$ cat src/shared/flpc_pkg.sv
// Package: constants, types and timing for the forward link pulse interval codec
package flpc_pkg;
  // Clock and symbol timing
  localparam int CLK_HZ            = 40_000_000;
  localparam int TARI_NS           = 20_000;        // Reference interval in ns
  localparam int CLK_NS            = 25;
  localparam int TARI_CYC          = TARI_NS / CLK_NS;
  localparam int CNT_W             = 16;
  // Identifier layout
  localparam int UID_W             = 64;
  localparam int SHORT_ID_W        = 40;
  localparam int MAKER_W           = 8;
  localparam int SERIAL_W          = 32;
  localparam int PAD_W             = 16;
  localparam logic [7:0] ALLOC_PREFIX = 8'h5a;      // Arbitrary neutral value
  localparam logic [PAD_W-1:0] PAD_ZERO = 16'h0000;
  localparam int FIFO_DEPTH        = 16;
  // Symbol geometry, in reference units or half units
  localparam int SOF_CAL_UNITS     = 3;   // Calibration tail of start-of-frame
  localparam int SOF_LIMIT_UNITS   = 8;   // Give up on an unfinished start-of-frame
  localparam int ZERO_LO_HALVES    = 1;   // Zero must exceed half a unit
  localparam int ONE_LO_HALVES     = 3;   // Zero/one split point
  localparam int ONE_HI_HALVES     = 5;   // One must not exceed this
  localparam int EOF_HALVES        = 8;   // Silence that ends a frame

  typedef enum logic [1:0] {
    FLPC_READY = 2'b00,  // Waiting for start-of-frame
    FLPC_CAL   = 2'b01,  // Measuring the three-unit calibration interval
    FLPC_DATA  = 2'b10,  // Decoding data symbols
    FLPC_QUIET = 2'b11   // Error: waiting for quiet carrier
  } flpc_state_t;

  typedef struct packed {
    logic bit_val;
    logic frame_end;
  } flpc_sym_t;
endpackage

$ cat src/design/flpc_codec.sv
// Forward link pulse interval decoder with symbol FIFO and identifier formatting
// Functional notes
// - Time symbols between falling carrier edges
// - Decode zero and one by interval windows
// - Threshold equals 3/2 measured reference unit
// - Gap over four units ends frame cleanly
// - Long silence returns decoder to ready
// - Invalid code drops frame until quiet
// - Bits are assembled most significant first
// - Identifier holds prefix, maker, zeros, serial
// - Identifier fixed at manufacture, not writable
// - Short identifier is maker plus serial
// - Sixteen zero pad bits dropped in short form
// - Arbitration replies use short identifier
`timescale 1ns/1ps
`default_nettype none

// ----------------------------------------------------------------
// Symbol FIFO
// ----------------------------------------------------------------
module flpc_fifo #(
  parameter int WIDTH = 2,
  parameter int DEPTH = 16
) (
  input  wire logic             clk_sys,
  input  wire logic             rst,
  input  wire logic             in_valid,
  output logic                  in_ready,
  input  wire logic [WIDTH-1:0] in_data,
  output logic                  out_valid,
  input  wire logic             out_ready,
  output logic      [WIDTH-1:0] out_data
);
  localparam int AW = $clog2(DEPTH);
  initial begin
    if (DEPTH < 2 || (1 << AW) != DEPTH) $error("DEPTH must be a power of two");
  end
  logic [WIDTH-1:0] mem [DEPTH];
  logic [AW:0]      wr_reg;
  logic [AW:0]      wr_next;
  logic [AW:0]      rd_reg;
  logic [AW:0]      rd_next;
  logic             push;
  logic             pop;

  // Pointers with wrap bit give honest full and empty
  always_comb begin
    in_ready  = (wr_reg - rd_reg) != (AW+1)'(DEPTH);
    out_valid = wr_reg != rd_reg;
    push      = in_valid && in_ready;
    pop       = out_valid && out_ready;
    wr_next   = push ? wr_reg + 1'b1 : wr_reg;
    rd_next   = pop ? rd_reg + 1'b1 : rd_reg;
    out_data  = mem[rd_reg[AW-1:0]];
  end

  // Storage has no reset: only words behind the write pointer are ever read
  always_ff @(posedge clk_sys) begin
    if (rst) begin
      wr_reg <= '0;
      rd_reg <= '0;
    end else begin
      wr_reg <= wr_next;
      rd_reg <= rd_next;
    end
    if (push) begin
      mem[wr_reg[AW-1:0]] <= in_data;
    end
  end
endmodule

// ----------------------------------------------------------------
// Codec top
// ----------------------------------------------------------------
module flpc_codec import flpc_pkg::*; #(
  parameter int                 CNT_WIDTH  = CNT_W,
  parameter int                 DEPTH      = FIFO_DEPTH,
  parameter logic [MAKER_W-1:0] MAKER_CODE = 8'h11,      // Arbitrary neutral value
  parameter logic [SERIAL_W-1:0] SERIAL    = 32'h0000_0001 // Arbitrary neutral value
) (
  input  wire logic                  clk_sys,
  input  wire logic                  rst,
  input  wire logic                  carrier_in,
  output logic                       bit_valid,
  output logic                       bit_data,
  input  wire logic                  bit_ready,
  output logic                       frame_done,
  output logic                       frame_error,
  output logic                       sym_overflow,
  output logic                       decoder_ready,
  input  wire logic                  full_id_sel,
  output logic [UID_W-1:0]           unique_identifier,
  output logic [SHORT_ID_W-1:0]      short_tag_id,
  output logic [UID_W-1:0]           reply_id
);
  // Longest count the decoder must hold is the start-of-frame limit
  localparam int SOF_LIMIT = SOF_LIMIT_UNITS * TARI_CYC;
  // Short replies are zero-extended to the full identifier width
  localparam int ID_PAD_W  = UID_W - SHORT_ID_W;

  initial begin
    if (CNT_WIDTH < $clog2(SOF_LIMIT)) $error("CNT_WIDTH too small for timing");
    if (DEPTH < 2 || (DEPTH & (DEPTH - 1)) != 0) $error("DEPTH must be a power of two");
  end

  // ----------------------------------------------------------------
  // Falling edge timing
  // ----------------------------------------------------------------
  logic                 prev_reg;
  logic                 prev_next;
  logic [CNT_WIDTH-1:0] cnt_reg;
  logic [CNT_WIDTH-1:0] cnt_next;
  logic [CNT_WIDTH-1:0] tari_reg;      // Measured reference unit
  logic [CNT_WIDTH-1:0] tari_next;
  logic                 fall;          // One-cycle falling edge mark
  flpc_state_t          st_reg;
  flpc_state_t          st_next;
  logic                 fifo_in_valid;
  logic                 fifo_in_ready;
  logic                 fifo_out_valid;
  logic                 fifo_pop;
  flpc_sym_t            fifo_in;
  flpc_sym_t            fifo_out;
  logic                 done_reg;
  logic                 done_next;
  logic                 err_reg;
  logic                 err_next;
  logic                 ovf_reg;
  logic                 ovf_next;
  // Decision points in half units of the measured reference
  logic [CNT_WIDTH+2:0] zero_lo;
  logic [CNT_WIDTH+2:0] one_lo;
  logic [CNT_WIDTH+2:0] one_hi;
  logic [CNT_WIDTH+2:0] eof_lim;

  // Scale helper: measured unit times halves
  function automatic logic [CNT_WIDTH+2:0] halves(input logic [CNT_WIDTH-1:0] u, input int n);
    halves = (CNT_WIDTH+3)'((u * n) >> 1);
  endfunction

  // Thresholds track the calibrated unit, so reader clock drift is absorbed.
  // Halving truncates, which moves each window by under one clock cycle.
  always_comb begin
    zero_lo = halves(tari_reg, ZERO_LO_HALVES);
    one_lo  = halves(tari_reg, ONE_LO_HALVES);
    one_hi  = halves(tari_reg, ONE_HI_HALVES);
    eof_lim = halves(tari_reg, EOF_HALVES);
  end

  // Interval count, saturating so a dead carrier cannot wrap
  always_comb begin
    prev_next = carrier_in;
    fall      = prev_reg && !carrier_in;
    if (fall) begin
      cnt_next = '0;
    end else if (cnt_reg != '1) begin
      cnt_next = cnt_reg + 1'b1;
    end else begin
      cnt_next = cnt_reg;
    end
  end

  // Symbol decoder state machine.
  // The interval ending at a fall is the count plus one, since the count
  // restarts at zero on the cycle the fall is seen.
  // Only falls carry timing; pulse width is ignored so depth and shaping
  // of the pulse cannot skew a decision.
  always_comb begin
    logic [CNT_WIDTH+2:0] iv;
    iv            = (CNT_WIDTH+3)'(cnt_reg) + 1'b1;
    st_next       = st_reg;
    tari_next     = tari_reg;
    fifo_in_valid = 1'b0;
    fifo_in       = '0;
    done_next     = 1'b0;
    err_next      = 1'b0;
    ovf_next      = 1'b0;
    unique case (st_reg)
      FLPC_READY: begin
        // First falling edge opens the start-of-frame
        if (fall) begin
          st_next = FLPC_CAL;
        end
      end
      FLPC_CAL: begin
        if (fall) begin
          // Three measured units give the reference
          tari_next = CNT_WIDTH'(iv / SOF_CAL_UNITS);
          st_next   = FLPC_DATA;
        end else if (iv > (CNT_WIDTH+3)'(SOF_LIMIT)) begin
          // A lone fall never becomes a frame; wait for a fresh one
          st_next = FLPC_READY;
        end
      end
      FLPC_DATA: begin
        if (fall) begin
          // Outside both windows is an invalid code: drop the frame
          if (iv <= zero_lo || iv > one_hi) begin
            st_next  = FLPC_QUIET;
            err_next = 1'b1;
            fifo_in_valid = 1'b1;
            fifo_in.frame_end = 1'b1;
          end else begin
            // A full FIFO loses the bit; the parser learns by overflow
            fifo_in_valid   = 1'b1;
            fifo_in.bit_val = iv > one_lo;
            ovf_next        = !fifo_in_ready;
          end
        end else if (iv > eof_lim) begin
          // Silence over four units: clean end of frame
          st_next           = FLPC_READY;
          done_next         = 1'b1;
          fifo_in_valid     = 1'b1;
          fifo_in.frame_end = 1'b1;
        end
      end
      FLPC_QUIET: begin
        // Falling edges restart the quiet wait by clearing the count
        // The unit stays as calibrated, so the wait matches the frame
        if (!fall && iv > eof_lim) begin
          st_next = FLPC_READY;
        end
      end
    endcase
  end

  // Timing and state registers.
  // The carrier sample resets high so a low line at release reads as a falling edge.
  always_ff @(posedge clk_sys) begin
    if (rst) begin
      prev_reg <= 1'b1;
      cnt_reg  <= '0;
      tari_reg <= CNT_WIDTH'(TARI_CYC);
      st_reg   <= FLPC_READY;
      done_reg <= 1'b0;
      err_reg  <= 1'b0;
      ovf_reg  <= 1'b0;
    end else begin
      prev_reg <= prev_next;
      cnt_reg  <= cnt_next;
      tari_reg <= tari_next;
      st_reg   <= st_next;
      done_reg <= done_next;
      err_reg  <= err_next;
      ovf_reg  <= ovf_next;
    end
  end

  // ----------------------------------------------------------------
  // Bit stream to parser through FIFO, in arrival order (MSB first)
  // ----------------------------------------------------------------
  flpc_fifo #(
    .WIDTH ($bits(flpc_sym_t)),
    .DEPTH (DEPTH)
  ) flpc_fifo_inst (
    .clk_sys   (clk_sys),
    .rst       (rst),
    .in_valid  (fifo_in_valid),
    .in_ready  (fifo_in_ready),
    .in_data   (fifo_in),
    .out_valid (fifo_out_valid),
    .out_ready (fifo_pop),
    .out_data  (fifo_out)
  );

  // Frame-end markers drain silently; data words wait for the parser.
  // Bits already queued before an error are still handed over, so the
  // parser must drop its partial frame when it sees frame_error.
  always_comb begin
    bit_valid = fifo_out_valid && !fifo_out.frame_end;
    bit_data  = fifo_out.bit_val;
    fifo_pop  = fifo_out_valid && (fifo_out.frame_end || bit_ready);
  end

  assign frame_done    = done_reg;
  assign frame_error   = err_reg;
  assign sym_overflow  = ovf_reg;
  assign decoder_ready = st_reg == FLPC_READY;

  // ----------------------------------------------------------------
  // Identifier: constants only, no write path exists
  // ----------------------------------------------------------------
  assign unique_identifier = {ALLOC_PREFIX, MAKER_CODE, PAD_ZERO, SERIAL};
  assign short_tag_id      = {MAKER_CODE, SERIAL};
  // Arbitration replies carry the short form, system query the full one
  assign reply_id = full_id_sel ? unique_identifier : {{ID_PAD_W{1'b0}}, short_tag_id};
endmodule

`default_nettype wire

$ cat config.mk
export PLATFORM = sky130hd
export DESIGN_NAME = flpc_codec
export DESIGN_NICKNAME = d
export VERILOG_FILES = /design/src/shared/flpc_pkg.sv /design/src/design/flpc_codec.sv
export SDC_FILE = /design/constraint.sdc
export NUM_CORES = 1
export LEC_CHECK = 0
export ABC_AREA = 1
export BUFFER_PORTS_ARGS = -buffer_cell sky130_fd_sc_hd__buf_2
export CORE_ASPECT_RATIO = 0.6
export CORE_MARGIN = 2
export CORE_UTILIZATION = 45
export DETAILED_ROUTE_END_ITERATION = 10
export PLACE_DENSITY_LB_ADDON = 0.2
export SETUP_SLACK_MARGIN = 0.05
export SYNTH_ARGS = -nofsm -noshare
export SYNTH_HDL_FRONTEND = slang
export SYNTH_SLANG_ARGS = --single-unit
$ cat constraint.sdc
create_clock -name clk_sys -period 4.7 [get_ports clk_sys]
set_clock_uncertainty 0.1 [all_clocks]
set_input_delay 1.175 -clock clk_sys [delete_from_list [all_inputs] [get_ports clk_sys]]
set_output_delay 1.175 -clock clk_sys [all_outputs]
set_load 0.01 [all_outputs]
Word level (Yosys, flattened, before mapping)

Memory sizes are Yosys's and may differ from the RTL's. A register that Yosys moved wholly into a read port is not among the register bits.
Index checks and enable logic that the tools add are counted.

Register bits after elaboration: 48
Bits in latches: 0
Bits in writable memories: 32
Memory bits (read-only): 0
Input bits: 5
Output and inout bits: 174
Word-level logic and storage cells: 76
Memories: 1

Memory list:

| memory             | depth | bits a word | rd ports | clocked after Yosys merged registers in | write ports | RTL line         | text |
|---|---|---|---|---|---|---|---|
| flpc_fifo_inst.mem | 16    | 2           | 1        | 1                                       | 1           | flpc_codec.sv:38 | `logic [WIDTH-1:0] mem [DEPTH];` |

$add $sub $neg: 5
$mul: 2
Div/mod/pow operators: 1
$lt $le $gt $ge: 5
Eq/ne operators: 11
Shift-type cells: 0
Muxes and demuxes: 21
Bitwise gates (word level): 2
Reduce and logical (&&, ||, !) cells: 19

Operators by type and width:

| kind                                                                   | number |
|---|---|
| 63-bit two-way mux                                                     | 1 |
| 17-bit by 18-bit > comparator with 1-bit output                        | 2 |
| 19-bit by 2-bit divider with 32-bit output, second input constant      | 1 |
| 16-bit by 3-bit multiplier with 19-bit output, second input constant   | 1 |
| 16-bit by 2-bit multiplier with 18-bit output, second input constant   | 1 |
| 16-bit by 1-bit adder with 17-bit output, second input constant        | 1 |
| 17-bit by 13-bit > comparator with 1-bit output, second input constant | 1 |
| 17-bit > comparator                                                    | 1 |
| 17-bit by 15-bit less-or-equal comparator with 1-bit output            | 1 |
| 16-bit by 1-bit adder with 16-bit output, second input constant        | 1 |
| 2-bit two-way mux                                                      | 8 |
| 16-bit != test, second input constant                                  | 1 |
| 5-bit by 1-bit adder with 5-bit output, second input constant          | 2 |
| 1-bit two-way mux                                                      | 9 |
| 3-bit != test, second input constant                                   | 3 |
| 4-bit two-way mux                                                      | 2 |
| 2-bit case mux with 4 select lines                                     | 1 |
| 1-bit logical AND                                                      | 6 |
| 3-bit OR reduction                                                     | 2 |
| 5-bit != test                                                          | 1 |
| 5-bit != test, second input constant                                   | 1 |
| 5-bit AND reduction                                                    | 1 |
| 5-bit subtractor                                                       | 1 |
| 2-bit == test, second input constant                                   | 2 |
| 10 further kinds                                                       | 15 |

Depth between registers and ports, before layout

Gate-level depths: netlist (run 1).

Depth after elaboration: 8
Mapped depth: 47
Depth with buffers taken out: 47

Hierarchy

Synthesis (run 1) repeated with hierarchy kept, for this count alone.

Cells, all modules: 1147
Area total of the unflattened synthesis: 8724.6 um^2

Modules (own cells, without submodules):

| module     | instances | cells an instance | area each (um^2) | seq. area each (um^2) |
|---|---|---|---|---|
| flpc_codec | 1         | 914               | 6486.2           | 760.7 |
| flpc_fifo  | 1         | 233               | 2238.4           | 1241.2 |

Least setup slack after synthesis (run 1)

Ideal clock, no wire load.

Path kind: reg2reg
Start point: register tari_reg[1]
End point: memory flpc_fifo_inst.mem[0][1] (data pin)
Arrival time: 4504 ps
Required time: 4248 ps
Slack: -257 ps
Cell stages (with the launch flop): 29
Path buffers: 0
Path through: dfxtp_1 > ha_1 > ha_1 > inv_1 > fa_1 > nand3b_1 > and2_1 > nor2_1 > o21ai_0 > nand2_1 > a21oi_1 > o21bai_1 > nand2_1 > nand2_1 > a21oi_1 > o21ai_0 > a21o_1 > a21oi_1 > o21ai_0 > xor2_1 > ha_1 > inv_1 > nor4_1 > nor2_1 > o21ai_0 > nand2_1 > inv_1 > nand2_1 > a311oi_1

RTL lines:

| element                  | RTL line          | text |
|---|---|---|
| start: declaration       | flpc_codec.sv:113 | `logic [CNT_WIDTH-1:0] tari_reg;` |
| start signal: assignment | flpc_codec.sv:233 | `tari_reg <= CNT_WIDTH'(TARI_CYC);` |
| start signal: assignment | flpc_codec.sv:241 | `tari_reg <= tari_next;` |
| end: declaration         | flpc_codec.sv:38  |  |

Worst setup path after layout (run 1)

Start point: register cnt_reg[0]
End point: register tari_reg[0]

Cells in the longest elaborated chain, start to end: 2

RTL lines:

| element                                    | RTL line          | text |
|---|---|---|
| start: declaration                         | flpc_codec.sv:111 | `logic [CNT_WIDTH-1:0] cnt_reg;` |
| start signal: assignment                   | flpc_codec.sv:240 | `cnt_reg <= cnt_next;` |
| 16-bit by 1-bit adder with 17-bit output   | flpc_codec.sv:170 | `iv = (CNT_WIDTH+3)'(cnt_reg) + 1'b1;` |
| 19-bit by 2-bit divider with 32-bit output | flpc_codec.sv:188 | `tari_next = CNT_WIDTH'(iv / SOF_CAL_UNITS);` |

No other way between the ends.
A chain may end at the register's enable or synchronous reset.

==> results of run 1 <==
[through the flow]
| step | std cells | setup WS [ps] | TNS [ps] | power, mW | util, % |
|---|---|---|---|---|---|
| after floorplan | 1275 | 50.53 | 0 | 1.789 | - |
| after global placement | 1467 | -212.3 | -5873 | 2.012 | 49.60 |
| after detailed placement | 1467 | -427.7 | -5267 | 2.028 | 49.60 |
| after CTS | 1496 | -305.4 | -499.4 | 2.763 | 52.53 |
| after global routing | 1502 | -851.8 | -12870 | 2.979 | 53.91 |
| final | 1502 | -495.9 | -957.3 | 2.768 | 53.91 |
[where the power goes]
part           switching, mW  internal, mW
clock network          0.347         0.379
registers              0.103         0.809
logic                  0.678         0.451
[worst reg2reg max path: cells and delay by family, from the launching register on]
kind | cells | cell delay [ps]
simple gates | 24 | 2240
compound gates | 11 | 1660
buf+inv | 6 | 390
flops | 1 | 380
fa+ha+maj | 2 | 340
[synth_stat cells (3+ instances only)]
| cell type | number | area, µm² |
|---|---|---|
| buf_4 | 167 | 1254 |
| nand2_1 | 142 | 533.0 |
| inv_1 | 138 | 518.0 |
| ha_1 | 113 | 1414 |
| a21oi_1 | 90 | 450.4 |
| nor2_1 | 78 | 292.8 |
| o21ai_0 | 55 | 275.3 |
| dfxtp_1 | 52 | 1041 |
| nand3_1 | 40 | 200.2 |
| edfxtp_1 | 32 | 960.9 |
| xor2_1 | 24 | 210.2 |
| nand4_1 | 17 | 106.4 |
| o211ai_1 | 16 | 120.1 |
| xnor2_1 | 14 | 122.6 |
| nand2_2 | 13 | 81.33 |
| o21ai_1 | 12 | 60.06 |
| nor3_1 | 10 | 50.05 |
| o21bai_1 | 10 | 75.07 |
| clkbuf_1 | 9 | 33.78 |
| mux2i_1 | 8 | 80.08 |
| inv_2 | 7 | 26.28 |
| o21ai_2 | 7 | 61.31 |
| a211oi_1 | 6 | 45.04 |
| nor2_4 | 5 | 56.30 |
| or2_2 | 5 | 31.28 |
| nor4_1 | 4 | 25.02 |
| a31oi_1 | 3 | 18.77 |
| nand3_2 | 3 | 30.03 |
| nor2_2 | 3 | 18.77 |
[metal layers]
| layer | global-route usage [%] | vias to the layer above |
|---|---|---|
| li1 | - | 3699 |
| met1 | 35.47 | 3288 |
| met2 | 28.05 | 319 |
| met3 | 4.369 | 19 |
| met4 | 3.194 | 0 |
| met5 | 0 | - |
[cells by family (layout without fill, tap and decap cells)]
family	Yosys count	count (layout)	synth area share [%]
AOI/OAI and AO/OA	218	218	15.01
xor gates and xnor gates	39	39	4.113
DFF	84	84	23.58
other	2	160	0.08848
muxes	8	8	0.9434
adders and majority gates	116	116	17.25
and+or+nand+nor	326	326	17.31
buffers and inverters	324	311	21.71
[cell type report]
class	count	area, µm²	area share, %
repair buffers	148	1094	11.11
flip-flops and latches	84	2022	20.54
well taps	240	300.3	3.051
multi-input cells	867	5567	56.55
inverters	147	554.3	5.631
clock buffers	9	225.2	2.288
clock inverters	7	81.33	0.8262
[how the worst min path moves through the flow]
| stage | start | to | slack, ps |
|---|---|---|---|
| 2_1_floorplan | flpc_fifo_inst.wr_reg[4] | flpc_fifo_inst.wr_reg[4] | 340 |
| 3_3_place_gp | flpc_fifo_inst.wr_reg[4] | flpc_fifo_inst.wr_reg[4] | 360 |
| 3_5_place_dp | flpc_fifo_inst.wr_reg[4] | flpc_fifo_inst.wr_reg[4] | 370 |
| 4_1_cts | flpc_fifo_inst.wr_reg[4] | flpc_fifo_inst.wr_reg[4] | 380 |
| 5_1_grt | flpc_fifo_inst.wr_reg[4] | flpc_fifo_inst.wr_reg[4] | 450 |
| 6_report | flpc_fifo_inst.wr_reg[4] | flpc_fifo_inst.wr_reg[4] | 380 |
[what timing repair did]
item / 4_1_cts / 5_1_grt
buffers inserted: 12 / 6
cloned: 1 / 0
endpoints found under the setup margin: 37 / 38
resized for setup: 40 / 59
pin swaps: 21 / 37
==> reports/summary.md, run 1 <==
The run gives 17.33 mm as the HPWL reported at the end of detailed placement. The final reports fail on negative setup slack. TritonCTS built the clock tree.

The run gives 0 as the cts-stage hold buffer count. The slowest stage of the critical path is the dfxtp_4 cell. The tools report the worst hold slack as 378.9 ps.

The number of instances on the worst hold path was 1. In this run, synthesis produced a sequential element count of 84. The tools report the total met3 wirelength after detailed routing as 2.090 mm. Power spread over the standard cell area amounts to 281.2 nW/µm². At the end of routability-driven placement, the weighted congestion stood at 0.8559. The most common cell after layout, fill and taps aside is conb_1.

The run finished, with violations left. The leakage power of the design was 4.996 nW; the count of distinct cell types in the synthesized netlist was 52. Setup repair after global routing could not meet its margin everywhere. STA classifies the critical path startpoint as a flip-flop. CTS saw 84 sinks.

The finished cells cover 9843 µm². The tools report the count of final max-slew check failures as 0. In this run the tool buffered the top-level ports with 18 buffer cells. The tools report the number of buffers inserted during clock tree synthesis as 9. For the total of warnings raised by yosys, the log shows 0.

The maximum fanout along the worst path was 5. The floorplan step defined a core boundary enclosing 18260 µm². The tools report the number of global-route vias before repair as 6330. The deepest clock path buffer count was 2; the violation count after the first detailed-routing iteration was 610. For the met1 wire length, the log shows 11.90 mm. The tools report the final wirelength as 21.78 mm.

The tools report the destination of the worst register-to-register timing path as tari_reg[0]. Number of instances in the synthesized netlist: 1117. For this run, the register share of the synthesized area comes to 23.58%. The longest individual stage delay on the worst path was 380 ps. In the global route stage, overall resource usage came out at 21.56%. After clock tree synthesis, the clock-pin slew on the worst setup and hold paths is 80 ps. The total number of cells along the worst setup path was 43.

Once detail routing completed, the nets flagged for antenna violations numbered 0. Worst reg-to-reg path cell count: 43. Measured along the x axis, the die boundary spans 181.3 µm. The insertion delay of the later-clocked pin in the worst-skew pair was 350 ps. The logs give 33.32 mm for the wire length of the first global-routing pass and 179 for the I/O pin count.

Using the TritonRoute via totals, the vias-per-cell ratio works out to 4.877. The post-detailed-route DRC marker count was 0. The start-to-end type of the worst setup path was flip-flop to flip-flop.

The logs give -495.9 ps for the final critical-path setup slack and 0 for the number of maximum-capacitance constraint violations. The critical path starts at cnt_reg[0]. The buffers plus inverters on the worst setup path works out to 6.

Final hold violation count: 0. The number of flip-flops in the largest register is 32. In this run the tightest slew margin relative to its limit is 34.56%. The worst-case IR drop observed on VDD is 0.0002084 V. The worst setup path is captured at a flip-flop. Broken down by cell family, the worst path's largest delay share belongs to simple AND/OR/NAND/NOR gates. The final route contains 7325 vias.

Dividing the detail-routed wire length by the instance count gives 14.50 µm. The cell type with the highest occurrence count on the critical path is nand2_2. In this run the register-to-register setup slack is -500 ps. For this run, the detailed router's first-pass iteration total came to 5.

The floorplan step defined a die boundary enclosing 20010 µm². For this run, the leading register cell type out of synthesis is dfxtp_1. The minimum period implied by the final worst setup slack came out at 5196 ps. The tools report the launch instance of the worst register-to-register path as cnt_reg[0]. The top cell types in the final layout, fill and taps aside, are conb_1, inv_1, buf_4, nand2_1, ha_1.

The topmost layer with routed signal wires was met4. The H-tree was split into 3 levels. Upper clock frequency limit: 192.5 MHz. Layout net count: 1377. In this run the worst hold path is classified as flip-flop to flip-flop. The most critical setup path has its endpoint at tari_reg[0]. After detailed placement, the total cell area comes to 9056 µm².

The netlist area before placement is 8488 µm². The average instance in the mapped netlist occupies 7.599 µm². The run gives 0 as the number of antenna violations at the first check in global routing. Fraction of layout cells with a size suffix above 1: 22.90%. At the worst endpoint, the required time is 4850 ps.

For the total setup violations reported at the end of the flow, the log shows 3. The share of async-settable or async-resettable flops after synthesis came out at 0%. The number of placement rows was 38; the number of antenna cells inserted was 0. After global routing the overflow that remains totals 0. From synthesis to final layout, the design area changed by 15.96%. Dividing the final minimum period by the clock period gives 110.6%. The initial core utilization was 46.49%; the height of the die was 110.4 µm.

The count of fill cells added during filler insertion came out at 1682. At the pin with the least slew margin, the transition time is 980.2 ps. Yosys mapped a number of flops with a built-in enable equal to 32.

For the worst setup path, the data arrival time is 5350 ps. The run gives 25 as the maximum number of pins on one net before global-route repair. The routed design uses 7.622 mm of met2 wire.

The tree is rooted in a clkbuf_16.
No activity file was read; power rests on OpenSTA's default activity.
==> run 2, diff against run 1 <==
Settings changed: PLACE_DENSITY_LB_ADDON 0.2 to 0.12.
==> run 2 against run 1 <==
Net effect:
- the flow still finishes with violations (negative setup slack)
- highest routed layer unchanged
- worst hold slack better by 15 ps
- non-clock buffer count up 17
- sequential power about the same
- power up 2.0%
- die area unchanged
==> reports/summary.md, run 2 (synthesized netlist as in run 1, its figures left out) <==
The logs give -369.5 ps (+126.4 ps) for the final critical-path setup slack and 0 (unchanged) for the cts-stage hold buffer count. The violation count after the first detailed-routing iteration came out at 569 (-6.7%). For the final core area utilization, the log shows 54.33% (+0.42 points).

Cell type with the highest occurrence count on the critical path: nand2_2. For the register share of total power, the log shows 32.3% (-0.7 points). The worst setup path is launched from a flip-flop. The CTS clock-pin slew for the worst setup and hold paths was 80 ps (about the same); the post-route total power was 2.824 mW (+2.0%). The internal power is 1.681 mW (+2.5%).

For the layout net count, the log shows 1394 (+1.2%). The logs give 179 (unchanged) for the I/O pin count and 34 (+31) for the total setup violations reported at the end of the flow. The tools report the number of global-route vias before repair as 6327 (-0.047%). The final hold violation count was 0 (unchanged). The class of the tightest hold or removal check is flip-flop to flip-flop. The number of I/O port buffers was 18 (unchanged); the ratio of routed vias to standard cells was 4.909 (+0.66%). Setup repair after global routing could not meet its margin everywhere. The tools report the leftover overflow at the end of global routing as 0 (unchanged).

The logs give 1707 (+1.5%) for the count of fill cells added during filler insertion and 33.83 mm (+1.5%) for the wire length of the first global-routing pass. The top cell types in the final layout, fill and taps aside, are conb_1, buf_4, inv_1, nand2_1, ha_1. The run finished, with violations left. The area of the placeable core came out at 18260 µm² (unchanged). The final reports fail on negative setup slack. The logs give 1519 (+1.1%) for the post-route non-filler standard cell count and 0 (unchanged) for the number of antenna violations at the first check in global routing. The maximum number of pins on one net before global-route repair is 23 (-8.0%). The portion of the clock cycle consumed by the worst path in the final layout works out to 107.9% (-2.7 points). The insertion delay of the later-clocked pin in the worst-skew pair is 360 ps (about the same). The last weighted congestion value of the routability-driven placer is 0.8473 (-1.0%), and the width of the chip is 181.3 µm (unchanged).

The area of combinational cells with multiple inputs is 5517 µm² (-0.90%). The type of destination of the critical path was a flip-flop. The tools report the arrival time reported for the critical path endpoint as 5230 ps (-120 ps). The number of maximum-capacitance constraint violations was 0 (unchanged). The number of flip-flops in the largest register was 32 (unchanged).

The share of power burned in the clock network was 27.7% (+1.5 points); the minimum period implied by the final worst setup slack was 5070 ps (-126.4 ps). The power per unit of standard cell area is 284.7 nW/µm² (+1.2%). The longest individual stage delay on the worst path came out at 390 ps (about the same). The tools report the number of sinks on the clock net as 84 (unchanged). Fraction of layout cells with a size suffix above 1: 23.14% (+0.24 points). The logs give 38 (unchanged) for the number of placement rows and 46.49% (unchanged) for the initial core utilization. The logs give 1.143 mW (+1.4%) for the net switching power figure and 5.064 nW (+1.4%) for the leakage power of the design.

The logs give 1470 (+0.20%) for the count of placed standard cells including taps and -1087 ps (-130.0 ps) for the setup TNS. The upper clock frequency limit is 197.3 MHz (+2.5%), and the height of the die is 110.4 µm (unchanged). The post-detailed-route DRC marker count came out at 0 (unchanged). The logs give 3 (unchanged) for the number of levels the H-tree was split into and 4860 ps (about the same) for the critical path data required time.

The HPWL reported at the end of detailed placement came out at 17.82 mm (+2.8%). TritonCTS built the clock tree. The run gives 9 (unchanged) as the number of buffers inserted during clock tree synthesis. The tools report the register area as 2019 µm² (-0.12%).

The relative slew slack was 35.72% (+1.2 points). The start-to-end type of the worst setup path was flip-flop to flip-flop. The slew of the pin with the lowest slew margin is 962.8 ps (-17.41 ps), and the number of nets still failing antenna checks after routing is 0 (unchanged). The maximum fanout along the worst path was 5 (unchanged). The tools report the clock root buffer master as clkbuf_16. The final wirelength was 22.53 mm (+3.4%). The total die area was 20010 µm² (unchanged).

The run gives 40.0% (-0.8 points) as the power share of the combinational group. The library cell contributing the largest single delay on the critical path was dfxtp_4. Total via count in the routed design: 7457 (+1.8%). The routed wirelength normalized by instance count works out to 14.83 µm (+2.3%). Most common cell after layout, fill and taps aside: conb_1.

The detailed-routing iteration count for the pre-antenna-repair pass was 6 (+1); the switching part of the total power was 40.49% (-0.27 points). The run gives 0 (unchanged) as the count of final max-slew check failures. The total global routing track utilization is 22.06% (+0.51 points).

The tools report the post-placement worst setup slack as -333.6 ps (+94.16 ps). The logs give 0 (unchanged) for the number of antenna cells inserted and 0.0001638 V (-21%) for the maximum VDD drop. The deepest clock path buffer count is 2 (unchanged), and the relative area change from synthesis to final layout is 16.86%.
[run 2: cell types whose count changed in the layout (fill, tap and decap cells not counted), moves of 3 or more]
cell | previous run | this run
buf_6 | 4 | 1
o21ai_2 | 17 | 14
buf_4 | 125 | 145
nand2_2 | 29 | 26
o21ai_1 | 4 | 8
nand3_2 | 10 | 13
nand2_1 | 120 | 125
[run 2: power by group through the flow]
| stage | registers, mW | clock network (mW) | logic (mW) |
|---|---|---|---|
| after floorplan | 0.870 | 0 | 0.919 |
| after global placement | 0.924 | 0 | 1.09 |
| after detailed placement | 0.922 | 0 | 1.11 |
| after CTS | 0.908 | 0.785 | 1.12 |
| after global routing | 0.920 | 0.809 | 1.29 |
| final | 0.911 | 0.783 | 1.13 |
[run 2: routing by layer]
metal	track usage (%)	wire, µm
met5	0	0
met2	28.19	7915
met4	4.297	189
met1	36.48	12220
met3	4.172	2206
[run 2: metrics by stage]
step | area (µm²) | hold slack [ps]
6_report | 9920 | 393.5
5_1_grt | 9920 | 439.3
4_1_cts | 9642 | 389.1
3_5_place_dp | 9079 | 367.3
3_3_place_gp | 9079 | 361.6
2_1_floorplan | 9111 | 341.6
[run 2: timing repair]
action                                  CTS  global route
resized for setup                        36            46
endpoints found under the setup margin   36            41
buffers inserted                         17            16
pin swaps                                28            24
[run 2: layout make-up]
| class | count | area share [%] |
|---|---|---|
| tap | 240 | 3.027 |
| multi-input combinational | 867 | 55.61 |
| clock inverter | 7 | 0.9460 |
| inverter | 147 | 5.588 |
| timing repair buffer | 165 | 12.20 |
| sequential | 84 | 20.36 |
| clock buffer | 9 | 2.270 |
[run 2: final timing paths]
path	from	cells past startpoint	endpoint	slack (ps)
worst min-delay path	flpc_fifo_inst.wr_reg[4]	1	flpc_fifo_inst.wr_reg[4]	390
worst max register to register	cnt_reg[0]	41	tari_reg[0]	-370
worst min register to register	flpc_fifo_inst.wr_reg[4]	1	flpc_fifo_inst.wr_reg[4]	390
worst max-delay path	cnt_reg[0]	41	tari_reg[0]	-370
[run 2: worst max-delay path: cells and delay by family, from the launching register on]
family / cells / cell delay (ps)
and+or+nand+nor: 25 / 2490
AOI/OAI and AO/OA: 11 / 1460
DFF: 1 / 390
adders and majority gates: 2 / 370
buffers and inverters: 3 / 140
